### src/hdl/atw_defines.svh
`ifndef ATW_DEFINES_SVH
`define ATW_DEFINES_SVH

// fixed device code in the top nibble of the address byte (arbitrary value)
`define ATW_DEV_CODE 4'h5
// default address select bits
`define ATW_ADDR_SEL_RST 3'h5
// acquisition and conversion times in nanoseconds
`define ATW_ACQ_NS 1120
`define ATW_CONV_NS 8960
`define ATW_CLK_NS 25
// cycle counts, least times rounded up
`define ATW_ACQ_CYC ((`ATW_ACQ_NS + `ATW_CLK_NS - 1) / `ATW_CLK_NS)
`define ATW_CONV_CYC ((`ATW_CONV_NS + `ATW_CLK_NS - 1) / `ATW_CLK_NS)
// bits per byte on the wire, and result width
`define ATW_BYTE_BITS 4'h8
`define ATW_RES_BITS 12
// reset value of the result holding register
`define ATW_RES_RST 12'h000
// fifo depth in front of the serialiser
`define ATW_FIFO_DEPTH 4

`endif

### src/hdl/atw_pkg.sv
package atw_pkg;

	// bus side state
	typedef enum logic [2:0] {
		ST_IDLE,
		ST_ADDR,
		ST_ADDR_ACK,
		ST_TX,
		ST_TX_ACK,
		ST_IGNORE
	} atw_bus_state_type;

	// converter sequencing state
	typedef enum logic [1:0] {
		CV_IDLE,
		CV_ACQ,
		CV_CONV
	} atw_conv_state_type;

	// one completed conversion travelling to the serialiser
	typedef struct packed {
		logic [11:0] code;
	} atw_result_type;

endpackage

### src/hdl/atw_adc_slave.sv
// Contract
// - sda fall with scl high is start
// - sda rise with scl high is stop
// - sda changes only while scl low
// - one scl pulse per bit, slave only
// - receiver acks each byte, ninth clock
// - ack holds sda low through scl high
// - master nak ends read, device releases
// - bytes continue while master acks
// - match device code and select bits
// - eighth bit one reads, zero writes
// - write address acked, no conversion
// - conversion starts at direction bit fall
// - device acks matching address low
// - first byte four zeros, upper nibble
// - master acks, then lower eight bits
// - next sample at result lsb fall
// - continuous mode, 18 clocks per result
// - result sent msb first, unsigned
// - conversion timed by own oscillator
// - completed result held in register
`timescale 1ns/100ps
`include "atw_defines.svh"

// small fifo between converter and serialiser
module atw_fifo
#(
	parameter int WIDTH = 12,
	parameter int DEPTH = 4
)
(
	input wire logic i_mclk, // system clock
	input wire logic i_rst_n, // async reset, active low
	input wire logic i_flush, // drop all entries
	input wire logic i_in_valid, // write side valid
	output logic o_in_ready, // write side ready
	input wire logic [WIDTH-1:0] i_in_data, // write data
	output logic o_out_valid, // read side valid
	input wire logic i_out_ready, // read side ready
	output logic [WIDTH-1:0] o_out_data // read data
);
	localparam int AW = $clog2(DEPTH);
	logic [WIDTH-1:0] mem_q [DEPTH];
	logic [AW-1:0] wr_q;
	logic [AW-1:0] rd_q;
	logic [AW:0] cnt_q;
	wire push = i_in_valid && o_in_ready;
	wire pop = o_out_valid && i_out_ready;

	assign o_in_ready = (cnt_q != (AW+1)'(DEPTH));
	assign o_out_valid = (cnt_q != '0);
	assign o_out_data = mem_q[rd_q];

	// storage array needs no reset
	always_ff @(posedge i_mclk)
	begin
		if (push)
			mem_q[wr_q] <= i_in_data;
	end

	// pointers and fill level
	always_ff @(posedge i_mclk or negedge i_rst_n)
	begin
		if (!i_rst_n)
		begin
			wr_q <= '0;
			rd_q <= '0;
			cnt_q <= '0;
		end
		else if (i_flush)
		begin
			wr_q <= '0;
			rd_q <= '0;
			cnt_q <= '0;
		end
		else
		begin
			if (push)
				wr_q <= AW'(wr_q + 1'b1);
			if (pop)
				rd_q <= AW'(rd_q + 1'b1);
			cnt_q <= (AW+1)'(cnt_q + {{AW{1'b0}}, push} - {{AW{1'b0}}, pop});
		end
	end
endmodule

// two-wire read-only converter slave
module atw_adc_slave
	import atw_pkg::*;
(
	input wire logic i_mclk, // 40 MHz system clock
	input wire logic i_rst_n, // async reset, active low
	input wire logic [2:0] i_addr_sel, // address select bits 2..0
	input wire logic i_scl, // serial clock pin
	input wire logic i_sda, // serial data pin level
	output logic o_sda, // serial data drive value
	output logic o_sda_oe, // high while pulling sda
	input wire logic [11:0] i_sar_code, // analog front end code
	output logic o_sample, // sample switch closed
	output logic o_busy, // conversion in progress
	output logic [11:0] o_result // last completed result
);
	// pin synchronisers, first stage read only by second
	logic scl_m_q, scl_s_q, scl_p_q;
	logic sda_m_q, sda_s_q, sda_p_q;
	always_ff @(posedge i_mclk or negedge i_rst_n)
	begin
		if (!i_rst_n)
		begin
			{scl_m_q, scl_s_q, scl_p_q} <= 3'h7;
			{sda_m_q, sda_s_q, sda_p_q} <= 3'h7;
		end
		else
		begin
			{scl_m_q, scl_s_q, scl_p_q} <= {i_scl, scl_m_q, scl_s_q};
			{sda_m_q, sda_s_q, sda_p_q} <= {i_sda, sda_m_q, sda_s_q};
		end
	end

	// bus event decode on the sampled lines
	wire scl_rise = scl_s_q && !scl_p_q;
	wire scl_fall = !scl_s_q && scl_p_q;
	wire start_ev = scl_s_q && scl_p_q && !sda_s_q && sda_p_q;
	wire stop_ev = scl_s_q && scl_p_q && sda_s_q && !sda_p_q;

	atw_bus_state_type st_q, st_d;
	logic [3:0] bit_q, bit_d;
	logic [7:0] sh_q, sh_d;
	logic [7:0] tx_q, tx_d;
	logic hi_q, hi_d;
	logic rd_q, rd_d;
	logic mack_q, mack_d;
	logic drv_q, drv_d;
	logic conv_go;
	logic res_pop;

	// address compare after seven bits plus direction
	wire addr_match = (sh_q[7:4] == `ATW_DEV_CODE) && (sh_q[3:1] == i_addr_sel);
	wire dir_read = sh_q[0];
	wire last_bit = (bit_q == (`ATW_BYTE_BITS - 4'h1));

	// fifo output feeding the serialiser
	logic fifo_valid;
	atw_result_type fifo_word;
	atw_result_type conv_word;
	logic conv_valid;
	logic fifo_ready;
	wire [7:0] hi_byte = {4'h0, fifo_word.code[11:8]};
	wire [7:0] lo_byte = fifo_word.code[7:0];

	// bus state machine
	always_comb
	begin
		st_d = st_q;
		bit_d = bit_q;
		sh_d = sh_q;
		tx_d = tx_q;
		hi_d = hi_q;
		rd_d = rd_q;
		mack_d = mack_q;
		drv_d = drv_q;
		conv_go = 1'b0;
		res_pop = 1'b0;
		if (start_ev)
		begin
			// restart abandons the bus transfer in flight; a running conversion carries on
			st_d = ST_ADDR;
			bit_d = '0;
			drv_d = 1'b0;
		end
		else if (stop_ev)
		begin
			st_d = ST_IDLE;
			drv_d = 1'b0;
		end
		else
		begin
			case (st_q)
			ST_IDLE, ST_IGNORE:
				drv_d = 1'b0;
			ST_ADDR:
			begin
				if (scl_rise)
				begin
					sh_d = {sh_q[6:0], sda_s_q};
					bit_d = bit_q + 4'h1;
				end
				if (scl_fall && bit_q == `ATW_BYTE_BITS)
				begin
					if (addr_match)
					begin
						st_d = ST_ADDR_ACK;
						drv_d = 1'b1;
						rd_d = dir_read;
						conv_go = dir_read;
					end
					else
						st_d = ST_IGNORE;
				end
			end
			ST_ADDR_ACK:
			begin
				// ack stays low over the whole high phase
				if (scl_fall)
				begin
					bit_d = '0;
					hi_d = 1'b1;
					tx_d = fifo_valid ? hi_byte : 8'h00; // first bit set up while scl low
					drv_d = rd_q && !tx_d[7];
					st_d = rd_q ? ST_TX : ST_IGNORE;
				end
			end
			ST_TX:
			begin
				// late load if the result was not ready at the ack fall; a slow master avoids it
				if (bit_q == 4'h0 && !scl_s_q && tx_q == 8'h00 && fifo_valid)
					tx_d = hi_q ? hi_byte : lo_byte;
				drv_d = !tx_d[7];
				if (scl_fall)
				begin
					tx_d = {tx_q[6:0], 1'b0};
					bit_d = bit_q + 4'h1;
					drv_d = !tx_q[6];
					if (last_bit)
					begin
						st_d = ST_TX_ACK;
						drv_d = 1'b0; // release for master ack
						if (!hi_q)
						begin
							res_pop = 1'b1;
							conv_go = 1'b1;
						end
					end
				end
			end
			ST_TX_ACK:
			begin
				drv_d = 1'b0;
				if (scl_rise)
					mack_d = !sda_s_q;
				if (scl_fall)
				begin
					bit_d = '0;
					tx_d = (mack_q && fifo_valid) ? (hi_q ? lo_byte : hi_byte) : 8'h00;
					drv_d = mack_q && !tx_d[7];
					hi_d = !hi_q;
					st_d = mack_q ? ST_TX : ST_IGNORE;
				end
			end
			default:
				st_d = ST_IDLE;
			endcase
		end
	end

	// bus registers
	always_ff @(posedge i_mclk or negedge i_rst_n)
	begin
		if (!i_rst_n)
		begin
			st_q <= ST_IDLE;
			bit_q <= '0;
			sh_q <= '0;
			tx_q <= '0;
			hi_q <= 1'b1;
			rd_q <= 1'b0;
			mack_q <= 1'b0;
			drv_q <= 1'b0;
		end
		else
		begin
			st_q <= st_d;
			bit_q <= bit_d;
			sh_q <= sh_d;
			tx_q <= tx_d;
			hi_q <= hi_d;
			rd_q <= rd_d;
			mack_q <= mack_d;
			drv_q <= drv_d;
		end
	end

	// open drain: drive low only
	assign o_sda = 1'b0;
	assign o_sda_oe = drv_q;

	// converter timing from the system clock, not from scl
	atw_conv_state_type cv_q, cv_d;
	logic [9:0] cnt_q, cnt_d;
	logic [11:0] res_q;
	logic cap_q;
	always_comb
	begin
		cv_d = cv_q;
		cnt_d = cnt_q;
		case (cv_q)
		CV_IDLE:
			if (conv_go && fifo_ready)
			begin
				cv_d = CV_ACQ;
				cnt_d = 10'(`ATW_ACQ_CYC - 1);
			end
		CV_ACQ:
			if (cnt_q == '0)
			begin
				cv_d = CV_CONV;
				cnt_d = 10'(`ATW_CONV_CYC - 1);
			end
			else
				cnt_d = cnt_q - 10'h001;
		CV_CONV:
			if (cnt_q == '0)
				cv_d = CV_IDLE;
			else
				cnt_d = cnt_q - 10'h001;
		default:
			cv_d = CV_IDLE;
		endcase
	end
	wire conv_done = (cv_q == CV_CONV) && (cnt_q == '0);

	// converter registers and result holding register
	always_ff @(posedge i_mclk or negedge i_rst_n)
	begin
		if (!i_rst_n)
		begin
			cv_q <= CV_IDLE;
			cnt_q <= '0;
			res_q <= `ATW_RES_RST;
			cap_q <= 1'b0;
		end
		else
		begin
			cv_q <= cv_d;
			cnt_q <= cnt_d;
			cap_q <= conv_done;
			if (conv_done)
				res_q <= i_sar_code;
		end
	end

	assign conv_valid = cap_q;
	assign conv_word.code = res_q;

	// result queue; the bus state machine retries a missed load only until the first scl rise of the byte
	atw_fifo #(.WIDTH(`ATW_RES_BITS), .DEPTH(`ATW_FIFO_DEPTH)) atw_fifo_inst
	(
		.i_mclk(i_mclk),
		.i_rst_n(i_rst_n),
		.i_flush(start_ev),
		.i_in_valid(conv_valid),
		.o_in_ready(fifo_ready),
		.i_in_data(conv_word),
		.o_out_valid(fifo_valid),
		.i_out_ready(res_pop),
		.o_out_data(fifo_word)
	);

	assign o_sample = (cv_q == CV_ACQ);
	assign o_busy = (cv_q != CV_IDLE);
	assign o_result = res_q;
endmodule

### config.mk
export PLATFORM = sky130hd
export DESIGN_NAME = atw_adc_slave
export DESIGN_NICKNAME = d
export VERILOG_FILES = /design/src/hdl/atw_pkg.sv /design/src/hdl/atw_adc_slave.sv
export VERILOG_INCLUDE_DIRS = /design/src /design/src/hdl
export SDC_FILE = /design/constraint.sdc
export NUM_CORES = 1
export LEC_CHECK = 0
export BUFFER_PORTS_ARGS = -buffer_cell sky130_fd_sc_hd__buf_2
export CORE_AREA = 2 2 103 105
export DETAILED_ROUTE_END_ITERATION = 6
export DIE_AREA = 0 0 105 107
export PLACE_DENSITY = 0.86
export SLEW_MARGIN = 40
export SYNTH_ARGS = -nofsm -noshare
export SYNTH_HDL_FRONTEND = slang
export SYNTH_HIERARCHICAL = 1
export SYNTH_SLANG_ARGS = --single-unit
### constraint.sdc
create_clock -name i_mclk -period 2.6 [get_ports i_mclk]
set_clock_uncertainty 0.05 [all_clocks]
set_input_delay 0.13 -clock i_mclk [delete_from_list [all_inputs] [get_ports i_mclk]]
set_output_delay 0.13 -clock i_mclk [all_outputs]
set_load 0.1 [all_outputs]
* Word-level counts from Yosys, hierarchy flattened *
Memories as Yosys holds them, arrays and structs flattened.
Cells that the tools add are included.

word-level totals
  bits in registers = 65
  bits in latches = 0
  RAM bits = 48
  bits in read-only memories = 0
  input port bits = 19
  output and inout bits = 16
  word-level logic and storage cells = 183
  memories = 1

memories
  memory               depth  bits a word  read ports  clocked after Yosys merged registers in  write ports  line                 text
  atw_fifo_inst.mem_q  4      12           1           0                                        1            atw_adc_slave.sv:43  logic [WIDTH-1:0] mem_q [DEPTH];

cells by class
  add/sub/neg operators = 6
  multipliers = 0
  div/mod/pow operators = 0
  order comparisons = 0
  equal/unequal tests = 30
  shift operators = 0
  mux-type cells = 67
  bitwise logic cells = 2
  reductions and logical operators = 55

operators with widths
  kind                     count
  $mux W8                  10
  $mux W3                  11
  $mux W10                 3
  $pmux W10 S3             1
  $mux W4                  6
  $ne A4 B3 Y1 const B     6
  $pmux W8 S3              1
  $mux W1                  22
  $reduce_and A5 Y1        4
  $logic_and A1 B1 Y1      19
  $pmux W3 S5              1
  $mux W2                  7
  $pmux W4 S3              1
  $reduce_and A4 Y1        3
  $reduce_and A6 Y1        2
  $logic_not A10 Y1        1
  $ne A2 B2 Y1 const B     5
  $sub A10 B1 Y10 const B  1
  $ne A3 B2 Y1 const B     3
  $reduce_bool A3 Y1       3
  $eq A4 B3 Y1 const B     2
  $logic_not A1 Y1         8
  $logic_not A8 Y1         1
  $reduce_bool A2 Y1       4
  other kinds (27)         35

* Longest topological paths before layout *
  word-level depth = 13
  mapped depth = 13
  mapped depth without buffers = 12

* Hierarchy *
The synthesis kept the hierarchy.

by module, submodules not included
  module         times used  cells an instance  area each (µm²)  sequential area each (µm²)
  atw_adc_slave  1           320                3243.1           1460.2
  atw_fifo       1           109                2223.4           1616.6

* Worst setup path after synthesis *
No wires, ideal clock.

  path kind = register to register
  from = register scl_p_q
  to = register atw_fifo_inst.cnt_q[2]
  setup time = 0.086 ns
  arrival = 2.488 ns
  required time = 2.464 ns
  slack = -0.024 ns
  cell stages (with the launch flop) = 13
  path buffers = 1
  clock period less this slack = 2.624 ns
  cell sequence = dfstp_2 nand2b_4 buf_6 nor4b_4 o31a_1 ha_1 inv_1 ha_1 inv_1 fa_1 xor2_1 and2_1 nor3_1

between the ends
  cells in the longest elaborated chain, start to end = 8
  elaborated cells between the ends (all ways) = 13
  those cells by class = 1 x add/sub; 5 x mux; 7 x reduce/logical

ends and longest elaborated chain
  item                                                   line                                                              text
  start: declaration                                     atw_adc_slave.sv:104                                              logic scl_m_q, scl_s_q, scl_p_q;
  start signal: assignment                               atw_adc_slave.sv:115                                              {scl_m_q, scl_s_q, scl_p_q} <= {i_scl, scl_m_q, scl_s_q};
  $logic_and A1 B1 Y1 (on tied branches)                 atw_adc_slave.sv:122, atw_adc_slave.sv:123, atw_adc_slave.sv:124
  $mux W1 / $logic_and A1 B1 Y1 (equally long branches)  atw_adc_slave.sv:219, atw_adc_slave.sv:124
  $mux W1 / $logic_and A1 B1 Y1 (equally long branches)  atw_adc_slave.sv:178, atw_adc_slave.sv:124
  $mux W1                                                atw_adc_slave.sv:171                                              else if (stop_ev)
  $mux W1 *                                              atw_adc_slave.sv:164                                              if (start_ev)
  via res_pop                                            atw_adc_slave.sv:135                                              logic res_pop;
  $logic_and A1 B1 Y1 *                                  atw_adc_slave.sv:48                                               wire pop = o_out_valid && i_out_ready;
  $sub A3 B1 Y3 *                                        atw_adc_slave.sv:82                                               cnt_q <= (AW+1)'(cnt_q + {{AW{1'b0}}, push} - {{AW{1'b0}}, pop});
  $mux W3 *                                              atw_adc_slave.sv:70                                               else if (i_flush)
  end signal: assignment                                 atw_adc_slave.sv:82
  end: declaration                                       atw_adc_slave.sv:46                                               logic [AW:0] cnt_q;

The timed path passes the listed nets; every way through them passes the cells marked *.
A chain may end at the register's enable or synchronous reset.

* Worst setup path after layout *
  from = register bit_q[0]
  to = register atw_fifo_inst.cnt_q[2]

between the ends
  cells in the longest elaborated chain, start to end = 9

ends and longest elaborated chain
  item                      line                  text
  start: declaration        atw_adc_slave.sv:127  logic [3:0] bit_q, bit_d;
  start signal: assignment  atw_adc_slave.sv:273  bit_q <= bit_d;
  $eq A4 B3 Y1              atw_adc_slave.sv:140  wire last_bit = (bit_q == (`ATW_BYTE_BITS - 4'h1));
  $mux W1                   atw_adc_slave.sv:224  if (last_bit)
  $mux W1                   atw_adc_slave.sv:219  if (scl_fall)
  $mux W1                   atw_adc_slave.sv:178  case (st_q)
  $mux W1                   atw_adc_slave.sv:171
  $mux W1                   atw_adc_slave.sv:164
  via res_pop               atw_adc_slave.sv:135
  $logic_and A1 B1 Y1       atw_adc_slave.sv:48
  $sub A3 B1 Y3             atw_adc_slave.sv:82
  $mux W3                   atw_adc_slave.sv:70

The timed path passes the listed nets, and every way through them passes these cells.

==> impl_summary.log <==
[metrics] DRC violation count after routing: 0
[metrics] Die Height: 107 um
[metrics] ratio of cells with drive above 1 in the final layout: 28.2%
[metrics] worst voltage drop across the vdd grid: 0.000808 V
[metrics] ANT nets after route: 0
[metrics] internal reg-to-reg setup slack: -50 ps
[metrics] detailed-route wire length per cell: 18.4 um
[metrics] cell area after synthesis: 5470 um2
[metrics] Remaining Overflow, GRT: 0
[metrics] maxcap violations: 0
[metrics] power density cells: 855 nW/um2
[metrics] width of the die: roughly 110 um
[metrics] critical path startpoint category: flip-flop
[metrics] Distinct cells, synth: 78
[metrics] global-route usage over all layers: between 20% and 30%
[metrics] transition time of the tightest slew-check pin: 711 ps
[metrics] relative slew slack: roughly 53%
[metrics] area share of the leading cell type in the synthesized netlist: between 20% and 30%
[metrics] DR WL met2: 6300 um
[metrics] wire length of the first global-routing pass: between 20000 and 25000 um
[metrics] HPWL after DPL: about 7300 um
[metrics] Net Count, Synth: 461
[metrics] largest net degree at the start of global routing: 66
[metrics] CTS buffer count: 17
[metrics] mean instance size in the synthesized netlist: 12.7 um2
[metrics] Worst Hold Class: primary input to flip-flop
[metrics] vias in the first global route: 3968
[metrics] prevailing post-synth register cell: dfrtp_1
[metrics] sequential element share of the synthesized area: 56.3%
[metrics] gate count of the mapped netlist: approximately 430
[metrics] Crit path arrival time: 3040 ps
[metrics] post-synthesis sequential element count: approximately 110
[metrics] Tcrit/Tclk final: 102%
[metrics] Clk Latency, worst-skew pair: 530 ps
[metrics] proportion of register bits with asynchronous set or reset after synthesis: 57.5%
[metrics] quantity of I/O buffers inserted on ports: 33
[metrics] vias post-DR: 3847
[metrics] area delta synth->final: 20.3%
[metrics] die footprint: 11200 um2
[metrics] core area: slightly above 10000 um2
[metrics] ranking of synthesized cells by area: dfrtp_1, edfxtp_1, mux2_2
[metrics] cell chosen for the clock root: clkbuf_8
[metrics] clock buffer depth: 2
[metrics] highest-count cells in the layout ignoring fill and taps: dfrtp_1, edfxtp_1, nor2_1
[metrics] Final setup viols: 1
[metrics] initial antenna violation count: 0
[metrics] cell type with the largest total area after synthesis: dfrtp_1
[metrics] core occupancy in the finished layout: around two thirds
[metrics] Std-Cell Rows: 37
[metrics] drt first pass iters: 6
[metrics] critical path peak fanout: 3
[metrics] nets@finish: 534
[metrics] result of the run: complete, but fails checks
[metrics] PnR worst setup slack: -50.2 ps
[metrics] ratio of routed vias to standard cells: 5.91
[metrics] unrepaired setup endpoints after global routing: true
[metrics] number of DRC markers after the initial detailed-route iteration: 263
[metrics] CTS Sinks: 113
[metrics] clock period minus worst slack: 2650 ps
[metrics] TritonCTS clock tree: built
[metrics] maximum clock rate: 377 MHz
[metrics] critical setup path kind: flip-flop to flip-flop
[metrics] top metal layer carrying routed signals: met4
[metrics] final hold violation count: 0
[metrics] antenna cell count: 0
[metrics] CP required: ~3000 ps
[metrics] Total Routed Length: roughly 12000 um
[metrics] failing checks: negative setup slack
[metrics] Static Leak: 0.00283 uW
[metrics] Critical Path End Type: flip-flop
[metrics] clock transition time at the flip-flop clock pins of the worst setup and hold paths: 60 ps
[metrics] post-route met1 wirelength: 4830 um
[metrics] H-tree levels: 4
[metrics] routed length on met3: 598 um
[metrics] Final Slew Violations: 0
[metrics] starting utilization of the core area: between 50% and 60%
[metrics] setup TNS: -50.2 ps
[metrics] RD Place Congestion: between 0.8 and 0.9
[metrics] count of flip-flops with a built-in enable after synthesis: 48
[metrics] leading cell type in the layout, fill and taps excluded: dfrtp_1
[metrics] io pins: 35
[metrics] total number of yosys warnings: 6
report_power, final:
part	internal (uW)	switching [uW]	leakage [uW]
Combinational	474	691	0.00116
Clock	1370	864	0.000269
Sequential	2050	169	0.00139
area by class of cell:
type	count	area, um2
multi-input combinational	281	2200
clock buffer	17	414
fill	732	3520
timing repair buffer	70	484
inverter	19	71.3
sequential	113	3080
clock inverter	15	156
tap	136	170
repair_timing:
action	CTS	global route
hold endpoints to repair	72	0
hold buffers	15	0
cloned	0	0
resized for setup	2	0
pin swaps	1	1
setup endpoints to repair	1	1
buffers inserted	4	2
Yosys cell counts (3+ instances only):
library cell / n
a21oi_1: 18
a22oi_1: 7
and2_1: 6
buf_4: 5
buf_6: 3
clkbuf_1: 4
dfrtp_1: 58
dfstp_2: 7
edfxtp_1: 48
ha_1: 12
inv_1: 19
mux2_2: 23
mux2i_1: 4
mux4_1: 4
mux4_2: 8
nand2_1: 19
nand2b_1: 8
nand3_1: 7
nand4_1: 5
nand4b_1: 3
nor2_1: 37
nor2b_1: 5
nor3_1: 10
nor4_1: 3
o21ai_0: 22
o21ai_1: 6
o22a_1: 3
xnor2_1: 5
per-layer routing:
metal  vias up  track usage (%)
met5         -                0
met3        26             6.38
met2       136             39.8
met4         0             8.67
li1       1773                -
met1      1912             27.7
cells by family after synthesis:
group / share of synthesized area [%]
and+or+nand+nor: 13.6
DFF: 56.3
AOI/OAI and AO/OA: 11.6
muxes: 10.7
buffers and inverters: 3.52
adders and majority gates: 3.11
xor gates and xnor gates: 1.12
other: 0.0686
sequential cells by signal, indices dropped and copies added (netlist names):
signal,count
atw_fifo_inst/mem_q,48
o_result,12
cnt_q,10
sh_q,8
tx_q,8
bit_q,4
atw_fifo_inst/cnt_q,3
st_q,3
atw_fifo_inst/rd_q,2
atw_fifo_inst/wr_q,2
cv_q,2
cap_q,1
hi_q,1
mack_q,1
o_sda_oe,1
rd_q,1
scl_m_q,1
scl_p_q,1
scl_s_q,1
sda_m_q,1
sda_p_q,1
sda_s_q,1
final timing paths:
path                                     from                endpoint  depth (start not counted)
worst max-delay path                 bit_q[0]  atw_fifo_inst/cnt_q[2]                         12
worst min-delay path            i_addr_sel[0]                 st_q[1]                          5
worst max register to register       bit_q[0]  atw_fifo_inst/cnt_q[2]                         12
worst min register to register        sda_m_q                 sda_s_q                          0
max in group asynchronous             i_rst_n                o_sda_oe                          3
min in group asynchronous             i_rst_n             o_result[4]                          3
through the flow:
| step | cell area [um2] | std cells | hold slack (ps) | setup slack [ps] | total power (uW) |
|---|---|---|---|---|---|
| after floorplan | 5470 | 429 | -216 | 5.75 | 3020 |
| after global placement | 5800 | 598 | 188 | 70.1 | 3250 |
| after detailed placement | 5800 | 598 | 187 | -68.9 | 3320 |
| after CTS | 6560 | 649 | 129 | -62.1 | 5610 |
| after global routing | 6580 | 651 | 166 | -183 | 5860 |
| final | 6580 | 651 | 157 | -50.2 | 5620 |
worst max-delay path: stages (launching register included):
cell and delay, ps:
dfrtp_1 360, ha_2 190, and3b_2 220, nor4b_4 240, o31a_1 220, ha_1 240, inv_1 60, ha_1 130
inv_1 50, fa_2 350, xor2_1 160, and2_1 180, nor3_1 120
Power figures use the tool's default switching activity.
